[src/hdl/sdc_defines.vh]
// constants for the synthesizer divider configuration logic
`ifndef SDC_DEFINES_VH
`define SDC_DEFINES_VH

// configuration field widths
`define SDC_FB_W 7
`define SDC_POST_W 2
`define SDC_TEST_W 3
`define SDC_SHIFT_W 12
`define SDC_EXP_W 3
`define SDC_CNT_W 7

// serial word layout, first bit shifted in ends up in bit 11
`define SDC_TEST_MSB 11
`define SDC_TEST_LSB 9
`define SDC_POST_MSB 8
`define SDC_POST_LSB 7
`define SDC_FB_MSB 6
`define SDC_FB_LSB 0

// reset values, matching the pulled-up parallel pins
`define SDC_FB_RST 7'h7f
`define SDC_POST_RST 2'h3
`define SDC_TEST_RST 3'h0
`define SDC_SHIFT_RST 12'h000

// post-divide select codes
`define SDC_POST_DIV2 2'h0
`define SDC_POST_DIV4 2'h1
`define SDC_POST_DIV8 2'h2
`define SDC_POST_DIV1 2'h3

// divide exponents (ratio is two to this power)
`define SDC_EXP_DIV1 3'h0
`define SDC_EXP_DIV2 3'h1
`define SDC_EXP_DIV4 3'h2
`define SDC_EXP_DIV8 3'h3

// power-down sequence: four halvings give the extra divide by sixteen
`define SDC_PD_STEPS 3'h4

// diagnostic output selections
`define SDC_TEST_QUIET 3'h0
`define SDC_TEST_SHIFT 3'h1
`define SDC_TEST_REF 3'h2
`define SDC_TEST_FB 3'h3
`define SDC_TEST_OUT 3'h4
`define SDC_TEST_STEP 3'h5
`define SDC_TEST_HIGH 3'h6
`define SDC_TEST_LOW 3'h7

// synchroniser vector width and bit positions
`define SDC_SYNC_W 16
`define SDC_SY_REF 15
`define SDC_SY_VCO 14
`define SDC_SY_SCLK 13
`define SDC_SY_SDATA 12
`define SDC_SY_SLOAD 11
`define SDC_SY_PLOAD 10
`define SDC_SY_REDUCE 9

`endif

[src/hdl/sdc_config_top.v]
// configuration latches, serial loader, power-down stepper and dividers
//
// Functional notes
// - seven-bit feedback value and two-bit post select come from parallel pins
// - parallel inputs are captured on the rising edge of the parallel load
// - parallel path wins over serial path when both drive the latches
// - latches follow parallel pins while parallel load is low; host holds data
// - serial path uses a twelve-bit shift register
// - shift register moves one bit per serial clock rising edge, sampling data
// - serial load falling edge freezes the shift register copy in the latches
// - latches follow shift register while serial load is high; host holds data
// - three-bit test field in the serial word selects the diagnostic output
// - power-down request adds an extra divide by sixteen, glitch-free except with select 11 (/1)
// - power-down stepping is paced by the reference clock edges
// - sixteen-fold change happens in four steps, both down and back up
// - post divider offers divide by one, two, four or eight at 50% duty
// - feedback divider uses programmed value so vco equals value times reference
// - select 00 is /2, 01 /4, 10 /8, 11 /1; power-down multiplies by sixteen
`include "sdc_defines.vh"

module sdc_config_top #(
	parameter FB_W = `SDC_FB_W,
	parameter SHIFT_W = `SDC_SHIFT_W,
	parameter MON_W = 10
) (
	input wire sys_clk,
	input wire reset,
	input wire ref_clk,
	input wire vco_clk,
	input wire serial_clock,
	input wire serial_data,
	input wire serial_load,
	input wire parallel_load,
	input wire [FB_W-1:0] feedback_div_in,
	input wire [`SDC_POST_W-1:0] post_div_sel_in,
	input wire frequency_reduce_request,
	output reg [FB_W-1:0] feedback_div_value,
	output reg [`SDC_POST_W-1:0] post_div_sel,
	output reg [`SDC_TEST_W-1:0] test_sel,
	output reg [`SDC_EXP_W-1:0] freq_step,
	output wire [`SDC_EXP_W-1:0] active_exp,
	output wire synthesized_output,
	output reg feedback_tick,
	output reg [MON_W-1:0] vco_per_ref,
	output reg test_output
);

	// synchroniser chain: meta stage feeds only the sync stage
	reg [`SDC_SYNC_W-1:0] pins_meta_reg;
	reg [`SDC_SYNC_W-1:0] pins_sync_reg;
	// previous sampled levels of the three clock-like pins
	reg ref_prev_reg;
	reg vco_prev_reg;
	reg sclk_prev_reg;

	// serial shift register
	reg [SHIFT_W-1:0] shift_reg;

	// feedback divider state
	reg [FB_W-1:0] fb_cnt_reg;
	reg fb_phase_reg;

	// frequency monitor state
	reg [MON_W-1:0] mon_cnt_reg;

	// decoded and combined divide exponent
	reg [`SDC_EXP_W-1:0] base_exp;
	reg [`SDC_EXP_W-1:0] total_exp;
	reg test_next;

	wire ref_s;
	wire vco_s;
	wire sclk_s;
	wire sdata_s;
	wire sload_s;
	wire pload_s;
	wire reduce_s;
	wire [FB_W-1:0] fb_pins_s;
	wire [`SDC_POST_W-1:0] post_pins_s;
	wire ref_rise;
	wire vco_rise;
	wire sclk_rise;
	wire [FB_W-1:0] fb_last;
	wire [MON_W-1:0] mon_inc;

	assign ref_s = pins_sync_reg[`SDC_SY_REF];
	assign vco_s = pins_sync_reg[`SDC_SY_VCO];
	assign sclk_s = pins_sync_reg[`SDC_SY_SCLK];
	assign sdata_s = pins_sync_reg[`SDC_SY_SDATA];
	assign sload_s = pins_sync_reg[`SDC_SY_SLOAD];
	assign pload_s = pins_sync_reg[`SDC_SY_PLOAD];
	assign reduce_s = pins_sync_reg[`SDC_SY_REDUCE];
	assign post_pins_s = pins_sync_reg[FB_W+`SDC_POST_W-1:FB_W];
	assign fb_pins_s = pins_sync_reg[FB_W-1:0];

	// edges are found on the second stage only, never on the meta stage
	assign ref_rise = ref_s && !ref_prev_reg;
	assign vco_rise = vco_s && !vco_prev_reg;
	assign sclk_rise = sclk_s && !sclk_prev_reg;

	// a programmed value of zero wraps to 127, i.e. divide by 128
	assign fb_last = feedback_div_value - {{(FB_W-1){1'b0}}, 1'b1};
	assign mon_inc = mon_cnt_reg + {{(MON_W-1){1'b0}}, 1'b1};

	// every pin is asynchronous to sys_clk, so all pass two flip-flops
	always @(posedge sys_clk) begin
		if (reset) begin
			pins_meta_reg <= {`SDC_SYNC_W{1'b0}};
			pins_sync_reg <= {`SDC_SYNC_W{1'b0}};
			ref_prev_reg <= 1'b0;
			vco_prev_reg <= 1'b0;
			sclk_prev_reg <= 1'b0;
		end else begin
			pins_meta_reg <= {ref_clk, vco_clk, serial_clock, serial_data, serial_load,
				parallel_load, frequency_reduce_request, post_div_sel_in, feedback_div_in};
			pins_sync_reg <= pins_meta_reg;
			ref_prev_reg <= ref_s;
			vco_prev_reg <= vco_s;
			sclk_prev_reg <= sclk_s;
		end
	end

	// serial shifter: msb first, new bit enters at bit 0
	always @(posedge sys_clk) begin
		if (reset) begin
			shift_reg <= `SDC_SHIFT_RST;
		end else if (sclk_rise) begin
			shift_reg <= {shift_reg[SHIFT_W-2:0], sdata_s};
		end
	end

	// configuration latches, modelled as enabled registers on sys_clk;
	// the held value is the one seen just before the controlling edge,
	// so host data must be stable across that edge plus two sys_clk
	always @(posedge sys_clk) begin
		if (reset) begin
			feedback_div_value <= `SDC_FB_RST;
			post_div_sel <= `SDC_POST_RST;
			test_sel <= `SDC_TEST_RST;
		end else if (!pload_s) begin
			feedback_div_value <= fb_pins_s;
			post_div_sel <= post_pins_s;
		end else if (sload_s) begin
			feedback_div_value <= shift_reg[`SDC_FB_MSB:`SDC_FB_LSB];
			post_div_sel <= shift_reg[`SDC_POST_MSB:`SDC_POST_LSB];
			test_sel <= shift_reg[`SDC_TEST_MSB:`SDC_TEST_LSB];
		end
	end

	// power-down stepper: one halving or doubling per reference edge
	always @(posedge sys_clk) begin
		if (reset) begin
			freq_step <= 3'h0;
		end else if (ref_rise) begin
			if (reduce_s && (freq_step != `SDC_PD_STEPS)) begin
				freq_step <= freq_step + 3'h1;
			end else if (!reduce_s && (freq_step != 3'h0)) begin
				freq_step <= freq_step - 3'h1;
			end
		end
	end

	// select code to base exponent
	always @* begin
		case (post_div_sel)
			`SDC_POST_DIV2: base_exp = `SDC_EXP_DIV2;
			`SDC_POST_DIV4: base_exp = `SDC_EXP_DIV4;
			`SDC_POST_DIV8: base_exp = `SDC_EXP_DIV8;
			`SDC_POST_DIV1: base_exp = `SDC_EXP_DIV1;
			default: base_exp = `SDC_EXP_DIV1;
		endcase
		// each step is one factor of two
		// up to four extra halvings, sixteen in all
		total_exp = base_exp + freq_step;
	end

	// output divider; ratio changes are deferred to a counter wrap
	// so the output sees a runt pulse only on a switch to or from divide by one, at the cost of a delay
	// of up to 128 vco edges before a new ratio shows
	// glitch-free 50% divider
	sdc_step_div #(
		.EXP_W(`SDC_EXP_W),
		.CNT_W(`SDC_CNT_W)
	) u_post_div (
		.sys_clk(sys_clk),
		.reset(reset),
		.tick(vco_rise),
		.src_level(vco_s),
		.exp_req(total_exp),
		.div_out(synthesized_output),
		.exp_active(active_exp)
	);

	// feedback divider: one tick every programmed number of vco edges
	always @(posedge sys_clk) begin
		if (reset) begin
			fb_cnt_reg <= {FB_W{1'b0}};
			fb_phase_reg <= 1'b0;
			feedback_tick <= 1'b0;
		end else begin
			feedback_tick <= 1'b0;
			if (vco_rise) begin
				if (fb_cnt_reg == fb_last) begin
					fb_cnt_reg <= {FB_W{1'b0}};
					fb_phase_reg <= !fb_phase_reg;
					feedback_tick <= 1'b1;
				end else begin
					fb_cnt_reg <= fb_cnt_reg + {{(FB_W-1){1'b0}}, 1'b1};
				end
			end
		end
	end

	// frequency monitor: vco edges counted per reference period, which
	// equals the feedback value once the loop has settled
	always @(posedge sys_clk) begin
		if (reset) begin
			mon_cnt_reg <= {MON_W{1'b0}};
			vco_per_ref <= {MON_W{1'b0}};
		end else if (ref_rise) begin
			vco_per_ref <= vco_rise ? mon_inc : mon_cnt_reg;
			mon_cnt_reg <= {MON_W{1'b0}};
		end else if (vco_rise && !(&mon_cnt_reg)) begin
			mon_cnt_reg <= mon_inc;
		end
	end

	// diagnostic output mux; code 0 keeps the pin still to avoid jitter
	always @* begin
		case (test_sel)
			`SDC_TEST_QUIET: test_next = 1'b0;
			`SDC_TEST_SHIFT: test_next = shift_reg[SHIFT_W-1];
			`SDC_TEST_REF: test_next = ref_s;
			`SDC_TEST_FB: test_next = fb_phase_reg;
			`SDC_TEST_OUT: test_next = synthesized_output;
			`SDC_TEST_STEP: test_next = (freq_step != 3'h0);
			`SDC_TEST_HIGH: test_next = 1'b1;
			`SDC_TEST_LOW: test_next = 1'b0;
			default: test_next = 1'b0;
		endcase
	end

	// registered so the pin never glitches between mux inputs
	always @(posedge sys_clk) begin
		if (reset) begin
			test_output <= 1'b0;
		end else begin
			test_output <= test_next;
		end
	end

endmodule

[src/hdl/sdc_step_div.v]
// power-of-two divider with 50% duty and change of ratio only at wrap
`include "sdc_defines.vh"

module sdc_step_div #(
	parameter EXP_W = 3,
	parameter CNT_W = 7
) (
	input wire sys_clk,
	input wire reset,
	input wire tick,
	input wire src_level,
	input wire [EXP_W-1:0] exp_req,
	output reg div_out,
	output reg [EXP_W-1:0] exp_active
);

	reg [CNT_W-1:0] cnt_reg;
	reg [CNT_W-1:0] cnt_next;
	reg div_next;
	wire [EXP_W-1:0] exp_m1;
	wire [CNT_W-1:0] shifted;
	wire wrap;

	assign exp_m1 = exp_active - {{(EXP_W-1){1'b0}}, 1'b1};
	assign shifted = cnt_next >> exp_m1;
	assign wrap = tick && (&cnt_reg);

	// counter bit k toggles every 2^k source edges, giving 50% duty
	always @* begin
		cnt_next = cnt_reg;
		if (tick) begin
			cnt_next = cnt_reg + {{(CNT_W-1){1'b0}}, 1'b1};
		end
		if (exp_active == {EXP_W{1'b0}}) begin
			div_next = src_level;
		end else begin
			div_next = shifted[0];
		end
	end

	// new ratio taken only when every counter bit returns to zero,
	// so no output phase is cut short except on a switch to or from divide by one
	always @(posedge sys_clk) begin
		if (reset) begin
			cnt_reg <= {CNT_W{1'b0}};
			div_out <= 1'b0;
			exp_active <= {EXP_W{1'b0}};
		end else begin
			cnt_reg <= cnt_next;
			div_out <= div_next;
			if (wrap) begin
				exp_active <= exp_req;
			end
		end
	end

endmodule

[config.mk]
export PLATFORM = sky130hd
export DESIGN_NAME = sdc_config_top
export DESIGN_NICKNAME = d
export VERILOG_FILES = /design/src/hdl/sdc_config_top.v /design/src/hdl/sdc_step_div.v
export VERILOG_INCLUDE_DIRS = /design/src /design/src/hdl
export SDC_FILE = /design/constraint.sdc
export NUM_CORES = 1
export LEC_CHECK = 0
export ABC_AREA = 1
export BUFFER_PORTS_ARGS = -buffer_cell sky130_fd_sc_hd__clkbuf_2
export CAP_MARGIN = 20
export CORE_MARGIN = 1.5
export CORE_UTILIZATION = 40
export DETAILED_ROUTE_END_ITERATION = 10
export HOLD_SLACK_MARGIN = 0.03
export PLACE_DENSITY = 0.59
export SYNTH_ARGS = -nofsm -noshare
export SYNTH_HDL_FRONTEND = slang
export SYNTH_SLANG_ARGS = --single-unit
[constraint.sdc]
create_clock -name sys_clk -period 5.3 [get_ports sys_clk]
set_clock_uncertainty 0.2 [all_clocks]
set_input_delay 0.53 -clock sys_clk [delete_from_list [all_inputs] [get_ports sys_clk]]
set_output_delay 0.53 -clock sys_clk [all_outputs]
set_load 0.05 [all_outputs]
==> run metrics, run 1 <==
status finished clean; number of max-cap violations 0; Crit. path cell count 12; WP data required approximately 5400 ps; Slew HR ~37%; Via density ~4.6; Synth Net Count 619; Top Family by Delay on Critical Path simple AND/OR/NAND/NOR gates; Post-synth ARST share 0%; Critical Path Max Stage Delay ~460 ps; Post-Route WL between 8000 and 9000 um; layout cells sized above 1 14.6%; CTS clk-pin slew, worst paths about 90 ps; critical path class reg -> reg; # hold bufs at CTS 0; RePlAce Congestion roughly 0.85; Pre-antenna DRT Iters 4; Core Box Area 0.0108 mm2; die width about 110 um; Synth cell types 37; die area roughly 0.012 mm2; H-tree level count 3; number of enable flip-flop cells after synthesis 0; first-pass GRT wire length roughly 15000 um; most numerous cell in the Yosys netlist nor2_1; final non-filler cell total slightly below 800; port buffer count 48; pwr dens just under 300 mW/mm2; IO Pins 49; number of cells after detailed placement 763; Final Total Pwr 1450 uW; Wirelength per Cell between 10 and 15 um; Ant. Diodes 0; Worst R2R Start feedback_div_value[0]; reg2reg end fb_cnt_reg[4]; maximum clock frequency 0.460 GHz; NumNets Final 663; Worst Path Buf+Inv 2; internal reg-to-reg setup slack 3130 ps; Syn Area/Cell between 7 and 8 um2; top cells by count, synth 104 x nor2_1, 103 x dfxtp_1, 93 x nand2_1, 84 x inv_1, 45 x nand3_1; final setup vio count 0; Initial Util between 40% and 50%; CP max FO 7; Hold Path Origin parallel_load; LEAKAGE approximately 0.0023 uW; Die Y between 100 and 150 um; Fin. Hold Viols 0; Detail Placement HPWL roughly 6500 um; critical-path cell list inv_2 > ha_1 > inv_1 > nand2_1 > nand2_1 > nand2_1 > nor2_1 > nand3_1 > nor2_2 > nand4_2 > nand2_4 > nor2_2; Slowest-stage cell, CP dfxtp_1; Worst Hold Path EP pins_meta_reg[10]; Hold Path Stages 3; Slew @ Worst Pin 934 ps; Area Growth Syn to Fin 12.2%; Synth Instances between 500 and 600; VDD IR max approximately 0.16 mV; Resize count post-CTS 0; Clock Latency Late Sink ~370 ps; Setup Total Neg Slack 0 ps; CP dominant cell by count nand2_1; CTS Sinks 103; antenna-violating nets left 0; gr ovfl total 0; initial drt markers 184; top_reg_cell synth dfxtp_1; critical path startpoint feedback_div_value[0]; GRT Overall Usage between 15 and 20%; number of remaining DRC errors 0; Worst Reg2Reg Path Length in Cells 12; hold slack 134 ps; synth top area cells dfxtp_1 46%, nor2_1 8.8%, nand2_1 7.8%; cts bufs inserted 9; CTS tree built; HP Class in -> reg; period utilization approximately two fifths; Yosys top cell by area dfxtp_1; CTS root buffer clkbuf_8; RSZ-0062 raised after global routing false; critical path endpoint category register; FF+latch count, synth about 100; fin crit period about 2200 ps; pin count of the biggest net entering global routing 39; Critical Path Source Type register; Max Buffers Root-to-Sink 2; vias in the first global route roughly 3200; YS warnings 0; Synth top area share approximately 46%; Syn Std Cell Area 0.00445 mm2; Seq/Total Area, Yosys 46.4%; Rows 38; Via Count roughly 3600; Worst EP arrival 2250 ps; Final Max Tran Viols 0; post-CTS setup buffer count 0; initial antenna violation count 0
[how the worst max path moves through the flow]
stage / endpoint / slack (ps)
CTS: fb_cnt_reg[4] / 3130
detailed placement: mon_cnt_reg[6] / 2840
floorplan: u_post_div.exp_active[2] / 2880
finish: fb_cnt_reg[4] / 3130
global placement: mon_cnt_reg[6] / 2880
global route: mon_cnt_reg[6] / 2990
[metrics by stage]
stage / utilization, % / worst slack (ps) / area (um2)
after floorplan: - / 2880 / 4450
after global placement: 44.3 / 2880 / 4800
after detailed placement: 44.3 / 2840 / 4800
after CTS: 46.0 / 3130 / 4990
after global routing: 46.0 / 2990 / 4990
final: 46.0 / 3130 / 4990
[kinds of logic after synthesis]
kind of cell	count (synthesis)	share of synthesized area, %
adder cells (fa/ha/maj)	11	3.43
AND/OR/NAND/NOR	276	27.5
XOR/XNOR	21	4.14
buffers and inverters	104	9.03
flip-flops	103	46.4
AO/OA/AOI/OAI	75	9.59
[per-layer routing]
layer / up-vias / share of wire, % / GRT usage [%]
met3: 12 / 4.1 / 3.44
met2: 59 / 45 / 25.6
met1: 1605 / 49 / 20.6
met5: - / 0 / 0
met4: 0 / 2.1 / 7.99
li1: 1938 / - / -
[cell type report]
type / instances / area, um2
Tap cell: 140 / 175
Inverter: 88 / 330
Fill cell: 1106 / 5850
Timing Repair Buffer: 49 / 248
Clock inverter: 4 / 45.0
Clock buffer: 12 / 145
Sequential cell: 103 / 2060
Multi-Input combinational cell: 383 / 1980
[worst min-delay path, stage by stage]
cell	delay, ps
clkbuf_2	80
inv_1	40
nor2_1	30
[placed cells by master, fill, tap and decap left out, drive strengths merged]
cell type | synthesis | final
nor2 | 115 | 115
dfxtp | 103 | 103
nand2 | 97 | 97
inv | 87 | 87
clkbuf | 8 | 60
nand3 | 45 | 45
o21ai | 34 | 34
a21oi | 31 | 31
xor2 | 12 | 12
xnor2 | 9 | 9
ha | 9 | 9
nor3 | 9 | 9
nand4 | 5 | 5
clkinv | 1 | 4
or2 | 3 | 3
o31ai | 3 | 3
a211oi | 3 | 3
a22o | 2 | 2
fa | 2 | 2
nor4 | 1 | 1
a31oi | 1 | 1
a2111oi | 1 | 1
nand3b | 1 | 1
bufinv | 0 | 1
buf | 8 | 1
[report_power, final]
| part | internal, uW | total, uW | leakage, uW | switching, uW |
|---|---|---|---|---|
| registers | 802 | 824 | 0.000843 | 21.8 |
| logic | 43.5 | 144 | 0.00132 | 100 |
| clock network | 229 | 485 | 0.000100 | 255 |
(Power assumes the default switching activity.)
==> run 2, diff against run 1 <==
Clock period 5.3 ns to 2 ns, I/O delays scaled along.
==> run 2 against run 1 <==
  * Via count increased by 2.7%
  * Clock power rose to 2.5 times the previous value
  * Final cell count up 3.6%
  * Register-to-register slack worse by 3000 ps
  * Count of clock-buffer cells in the layout decreased by 2
  * Sequential power grew to 2.7 times the previous value
  * Cell area up 6.6%
  * Worst hold slack improved by 65 ps
  * First-iteration DRC count decreased by 20%
  * Routed wire length up 6.3%
  * Fmax increased by 14%
  * Critical endpoint is now u_post_div.exp_active[1]
==> run metrics, run 2 (synthesis results as in run 1) <==
Core Box Area 0.0108 mm2 (unchanged); die width 108 um (unchanged); critical path class reg -> reg (unchanged); VDD IR max 0.550 mV (was 0.155 mV); CTS clk-pin slew, worst paths 100 ps (was 90 ps); number of cells after detailed placement 773 (was 763); vias in the first global route 3550 (was 3233); commonest cells after routing, fill and taps aside 102 x nor2_1, 96 x dfxtp_1, 93 x nand2_1, 82 x inv_1, 48 x clkbuf_2 (was 104 x nor2_1, 103 x dfxtp_1, 93 x nand2_1, 84 x inv_1, 48 x clkbuf_2); Net Sw Frac 28.6% (was 26.0%); CTS tree built (unchanged); NumNets Final 691 (was 663); CP max FO 3 (was 7); most common cell after layout, fill and taps aside nor2_1 (unchanged); number of remaining DRC errors 0 (unchanged); cts bufs inserted 9 (unchanged); Critical Path Source Type register (unchanged); Int Power 2750 uW (was 1080 uW); part of the power in combinational logic 11.4% (was 9.9%); Pre-antenna DRT Iters 4 (unchanged); Clk network pwr share 32.0% (was 33.4%); Global Route met3 Usage 5.61% (was 3.44%); critical path endpoint category register (unchanged); number of max-cap violations 0 (unchanged); Max Buffers Root-to-Sink 2 (unchanged); Setup Total Neg Slack 0 ps (unchanged); H-tree level count 3 (unchanged); port buffer count 48 (unchanged); GRT Overall Usage 17.4% (was 16.1%); Via density 4.60 (was 4.64); Sequential Power Share 56.6% (was 56.7%); antenna-violating nets left 0 (unchanged); maximum clock frequency 0.523 GHz (was 0.460 GHz); period utilization 95.7% (was 41.0%); final core utilization 49.1% (was 46.0%); Final Total Pwr 3860 uW (was 1450 uW); die area 0.0118 mm2 (unchanged); hold slack 199 ps (was 134 ps); GRT met1 Usage 20.9% (was 20.6%); grt peak-use layer met2 (unchanged); RePlAce Congestion 0.785 (was 0.852); CTS Sinks 103 (unchanged); gr ovfl total 0 (unchanged); pin count of the biggest net entering global routing 53 (was 39); Slew HR 57.4% (was 37.5%); Fin. Hold Viols 0 (unchanged); sw power 1100 uW (was 377 uW); grt met2 use 29.3% (was 25.6%); Final Max Tran Viols 0 (unchanged); Die Y 108 um (unchanged); Wirelength per Cell 11.6 um (was 11.3 um); RSZ-0062 raised after global routing true (was false); Via Count 3713 (was 3614); Ant. Diodes 0 (unchanged); Slew @ Worst Pin 638 ps (was 934 ps); first-pass GRT wire length 16000 um (was 14800 um); Worst EP arrival 2030 ps (was 2250 ps); Rows 38 (unchanged); fin crit period 1910 ps (was 2170 ps); initial antenna violation count 0 (unchanged); final setup vio count 0 (unchanged); final non-filler cell total 807 (was 779); Initial Util 41.0% (unchanged); initial drt markers 147 (was 184); HP Class reg -> reg (was in -> reg); Detail Placement HPWL 6730 um (was 6470 um); WP data required 2120 ps (was 5370 ps); pwr dens 726 mW/mm2 (was 291 mW/mm2); Area Growth Syn to Fin 19.5% (was 12.2%); Post-Route WL 9360 um (was 8800 um); LEAKAGE 0.00238 uW (was 0.00227 uW); CTS root buffer clkbuf_8 (unchanged); IO Pins 49 (unchanged); layout cells sized above 1 18.6% (was 14.6%); status finished clean (unchanged); Clock Latency Late Sink 380 ps (was 370 ps)
run 2: cell types whose count changed in the layout (fill, tap and decap cells not counted), sizes merged:
cell / delta
bufinv: -1
clkbuf: -2
dlygate4sd3: +17
clkinv: -1
clkinvlp: +1
buf: +11
inv: +3
run 2: path summary, 6_finish.rpt:
check	startpoint	end	slack [ps]	cells past startpoint
worst max-delay path	post_div_sel[0]	u_post_div.exp_active[1]	90	7
worst min register to register	pins_meta_reg[15]	pins_sync_reg[15]	200	2
worst max register to register	post_div_sel[0]	u_post_div.exp_active[1]	90	7
worst min-delay path	pins_meta_reg[15]	pins_sync_reg[15]	200	2
run 2: repair_timing:
item                                   4_1_cts  5_1_grt
setup endpoints to repair                    2       12
gates resized for setup                      1       11
setup buffers                                0        1
pin swaps                                    0        8
endpoints found under the hold margin       22        0
hold buffers                                17        0
run 2: per-stage QoR:
stage	area, um2	setup WS (ps)
after global placement	4910	66.3
after floorplan	4480	9.90
after detailed placement	4910	20.9
after global routing	5320	-0.404
after CTS	5260	6.01
final	5320	86.2
run 2: final cells by class:
class | count | area [um2]
Clock inverter | 6 | 51.3
Timing Repair Buffer | 77 | 500
Multi-Input combinational cell | 383 | 2050
Tap cell | 140 | 175
Sequential cell | 103 | 2080
Inverter | 88 | 333
Fill cell | 1084 | 5520
Clock buffer | 10 | 128
run 2: routing by layer:
layer  part of all wire, %  wire, um  vias to the layer above
li1                      -         -                     1990
met3                   3.7       348                        7
met4                   1.2       110                        0
met2                    47      4440                       44
met5                     0         0                        -
met1                    48      4460                     1672
run 2: power groups by stage:
| stage | clock network (uW) | registers (uW) | logic, uW |
|---|---|---|---|
| floorplan | 0 | 2290 | 231 |
| global placement | 0 | 2230 | 396 |
| detailed placement | 0 | 2230 | 402 |
| CTS | 1290 | 2190 | 430 |
| global route | 1370 | 2200 | 498 |
| finish | 1230 | 2190 | 441 |
run 2: worst max-delay path: stages, from the launching register on:
cell	delay, ps
dfxtp_4	370
inv_2	40
ha_2	150
or2_4	250
ha_4	160
fa_2	530
o21ai_2	50
a21oi_1	110
==> run 3, diff against run 2 <==
Settings changed: GPL_TIMING_DRIVEN set to 0, PLACE_DENSITY 0.59 to 0.57, SETUP_SLACK_MARGIN set to 0.4.
==> run 3 against run 2 <==
  * Die area stayed put
  * Final cell count is 2.0% higher
  * Critical path type unchanged
  * Largest power group unchanged
  * Count of clock-buffer cells in the layout shrank 1
  * Cell area is 4.9% higher
==> run metrics, run 3 (synthesis results as in run 1) <==
number of remaining DRC errors 0 (unchanged); critical path class reg -> reg (unchanged); Ant. Diodes 0 (unchanged); Slew HR 60.0% (was 57.4%); Net Sw Frac 29.5% (was 28.6%); number of max-cap violations 0 (unchanged); sw power 1170 uW (was 1100 uW); RePlAce Congestion 0.811 (was 0.785); hold slack 120 ps (was 199 ps); H-tree level count 3 (unchanged); Die Y 108 um (unchanged); CTS clk-pin slew, worst paths 100 ps (about the same); Int Power 2790 uW (was 2750 uW); initial drt markers 162 (was 147); antenna-violating nets left 0 (unchanged); commonest cells after routing, fill and taps aside 100 x nor2_1, 88 x nand2_1, 87 x dfxtp_1, 78 x inv_1, 44 x clkbuf_2 (was 102 x nor2_1, 96 x dfxtp_1, 93 x nand2_1, 82 x inv_1, 48 x clkbuf_2); period utilization 96.1% (was 95.7%); IO Pins 49 (unchanged); Detail Placement HPWL 7070 um (was 6730 um); Post-Route WL 10200 um (was 9360 um); CTS root buffer clkbuf_8 (unchanged); layout cells sized above 1 23.6% (was 18.6%); first-pass GRT wire length 17000 um (was 16000 um); die area 0.0118 mm2 (unchanged); part of the power in combinational logic 12.2% (was 11.4%); RSZ-0062 raised after global routing true (unchanged); pin count of the biggest net entering global routing 21 (was 53); maximum clock frequency 0.520 GHz (was 0.523 GHz); Final Max Tran Viols 0 (unchanged); HP Class in -> reg (was reg -> reg); fin crit period 1920 ps (was 1910 ps); Via Count 3855 (was 3713); most common cell after layout, fill and taps aside nor2_1 (unchanged); NumNets Final 707 (was 691); final core utilization 51.5% (was 49.1%); CTS Sinks 103 (unchanged); LEAKAGE 0.00248 uW (was 0.00238 uW); Fin. Hold Viols 0 (unchanged); gr ovfl total 0 (unchanged); port buffer count 47 (was 48); Max Buffers Root-to-Sink 2 (unchanged); initial antenna violation count 0 (unchanged); die width 108 um (unchanged); Clock Latency Late Sink 380 ps (about the same); CTS tree built (unchanged); Initial Util 41.0% (unchanged); pwr dens 710 mW/mm2 (was 726 mW/mm2); critical path endpoint category register (unchanged); Critical Path Source Type register (unchanged); Via density 4.68 (was 4.60); Core Box Area 0.0108 mm2 (unchanged); cts bufs inserted 9 (unchanged); GRT Overall Usage 18.5% (was 17.4%); vias in the first global route 3689 (was 3550); CP max FO 2 (was 3); final setup vio count 0 (unchanged); WP data required 2110 ps (was 2120 ps); Slew @ Worst Pin 598 ps (was 638 ps); VDD IR max 0.455 mV (was 0.550 mV); Pre-antenna DRT Iters 4 (unchanged); Clk network pwr share 32.6% (was 32.0%); Rows 38 (unchanged); Wirelength per Cell 12.4 um (was 11.6 um); Sequential Power Share 55.1% (was 56.6%); Worst EP arrival 2030 ps (about the same); Area Growth Syn to Fin 25.5% (was 19.5%); status finished clean (unchanged); Fillers 1039 (was 1084)
[run 3: cell types whose count changed in the layout (fill, tap and decap cells not counted), sizes merged]
cell,change
buf,+11
clkbuf,+5
dlygate4sd3,-1
inv,+1
[run 3: final cells by class]
cell class | instances | area, um2 | share of cell area, %
clock inverters | 7 | 71.3 | 1.28
inverters | 88 | 348 | 6.23
flip-flops and latches | 103 | 2100 | 37.7
multi-input cells | 383 | 2170 | 39.0
plain buffers | 16 | 75.1 | 1.35
repair buffers | 77 | 510 | 9.15
well taps | 140 | 175 | 3.14
clock buffers | 9 | 124 | 2.22
[run 3: power groups by stage]
stage / Combinational, uW / Clock, uW / Sequential [uW]
floorplan: 237 / 0 / 2290
global placement: 405 / 0 / 2230
detailed placement: 411 / 0 / 2230
CTS: 474 / 1340 / 2180
global route: 546 / 1400 / 2200
finish: 484 / 1290 / 2180
[run 3: per-layer routing]
layer / GRT usage [%] / wire, um
met5: 0 / 0
met2: 32.3 / 5030
met3: 4.04 / 384
met1: 22.7 / 4630
met4: 5.73 / 128
[run 3: timing repair]
item                       in CTS  in global routing
setup endpoints to repair      45                 48
pin swaps                       8                  9
cloned                          0                  0
hold endpoints to repair       16                  0
buffers inserted               13                  1
gates resized for setup        27                 30
hold buffers                   16                  0
[run 3: worst max-delay path: stages, from the launching register on]
cell     delay [ps]
dfxtp_4         380
inv_6            40
ha_4            140
or2_4           250
ha_4            150
fa_2            510
o21ai_1          50
a21oi_1         130
[run 3: stage by stage]
stage | setup slack [ps] | instance area (um2) | cells | power [uW] | TNS [ps]
detailed placement | 51.5 | 4930 | 777 | 2640 | 0
CTS | 47.5 | 5480 | 822 | 4000 | 0
global route | -3.98 | 5580 | 823 | 4150 | -6.02
floorplan | 45.0 | 4520 | 590 | 2530 | 0
finish | 78.2 | 5580 | 823 | 3960 | 0
global placement | 70.1 | 4930 | 777 | 2630 | 0
[run 3: final timing paths]
check | endpoint | from | slack [ps] | cells past startpoint
worst max register to register | u_post_div.exp_active[1] | post_div_sel[0] | 80 | 7
worst min-delay path | test_output | reset | 120 | 2
worst min register to register | pins_sync_reg[6] | pins_meta_reg[6] | 190 | 2
worst max-delay path | u_post_div.exp_active[1] | post_div_sel[0] | 80 | 7
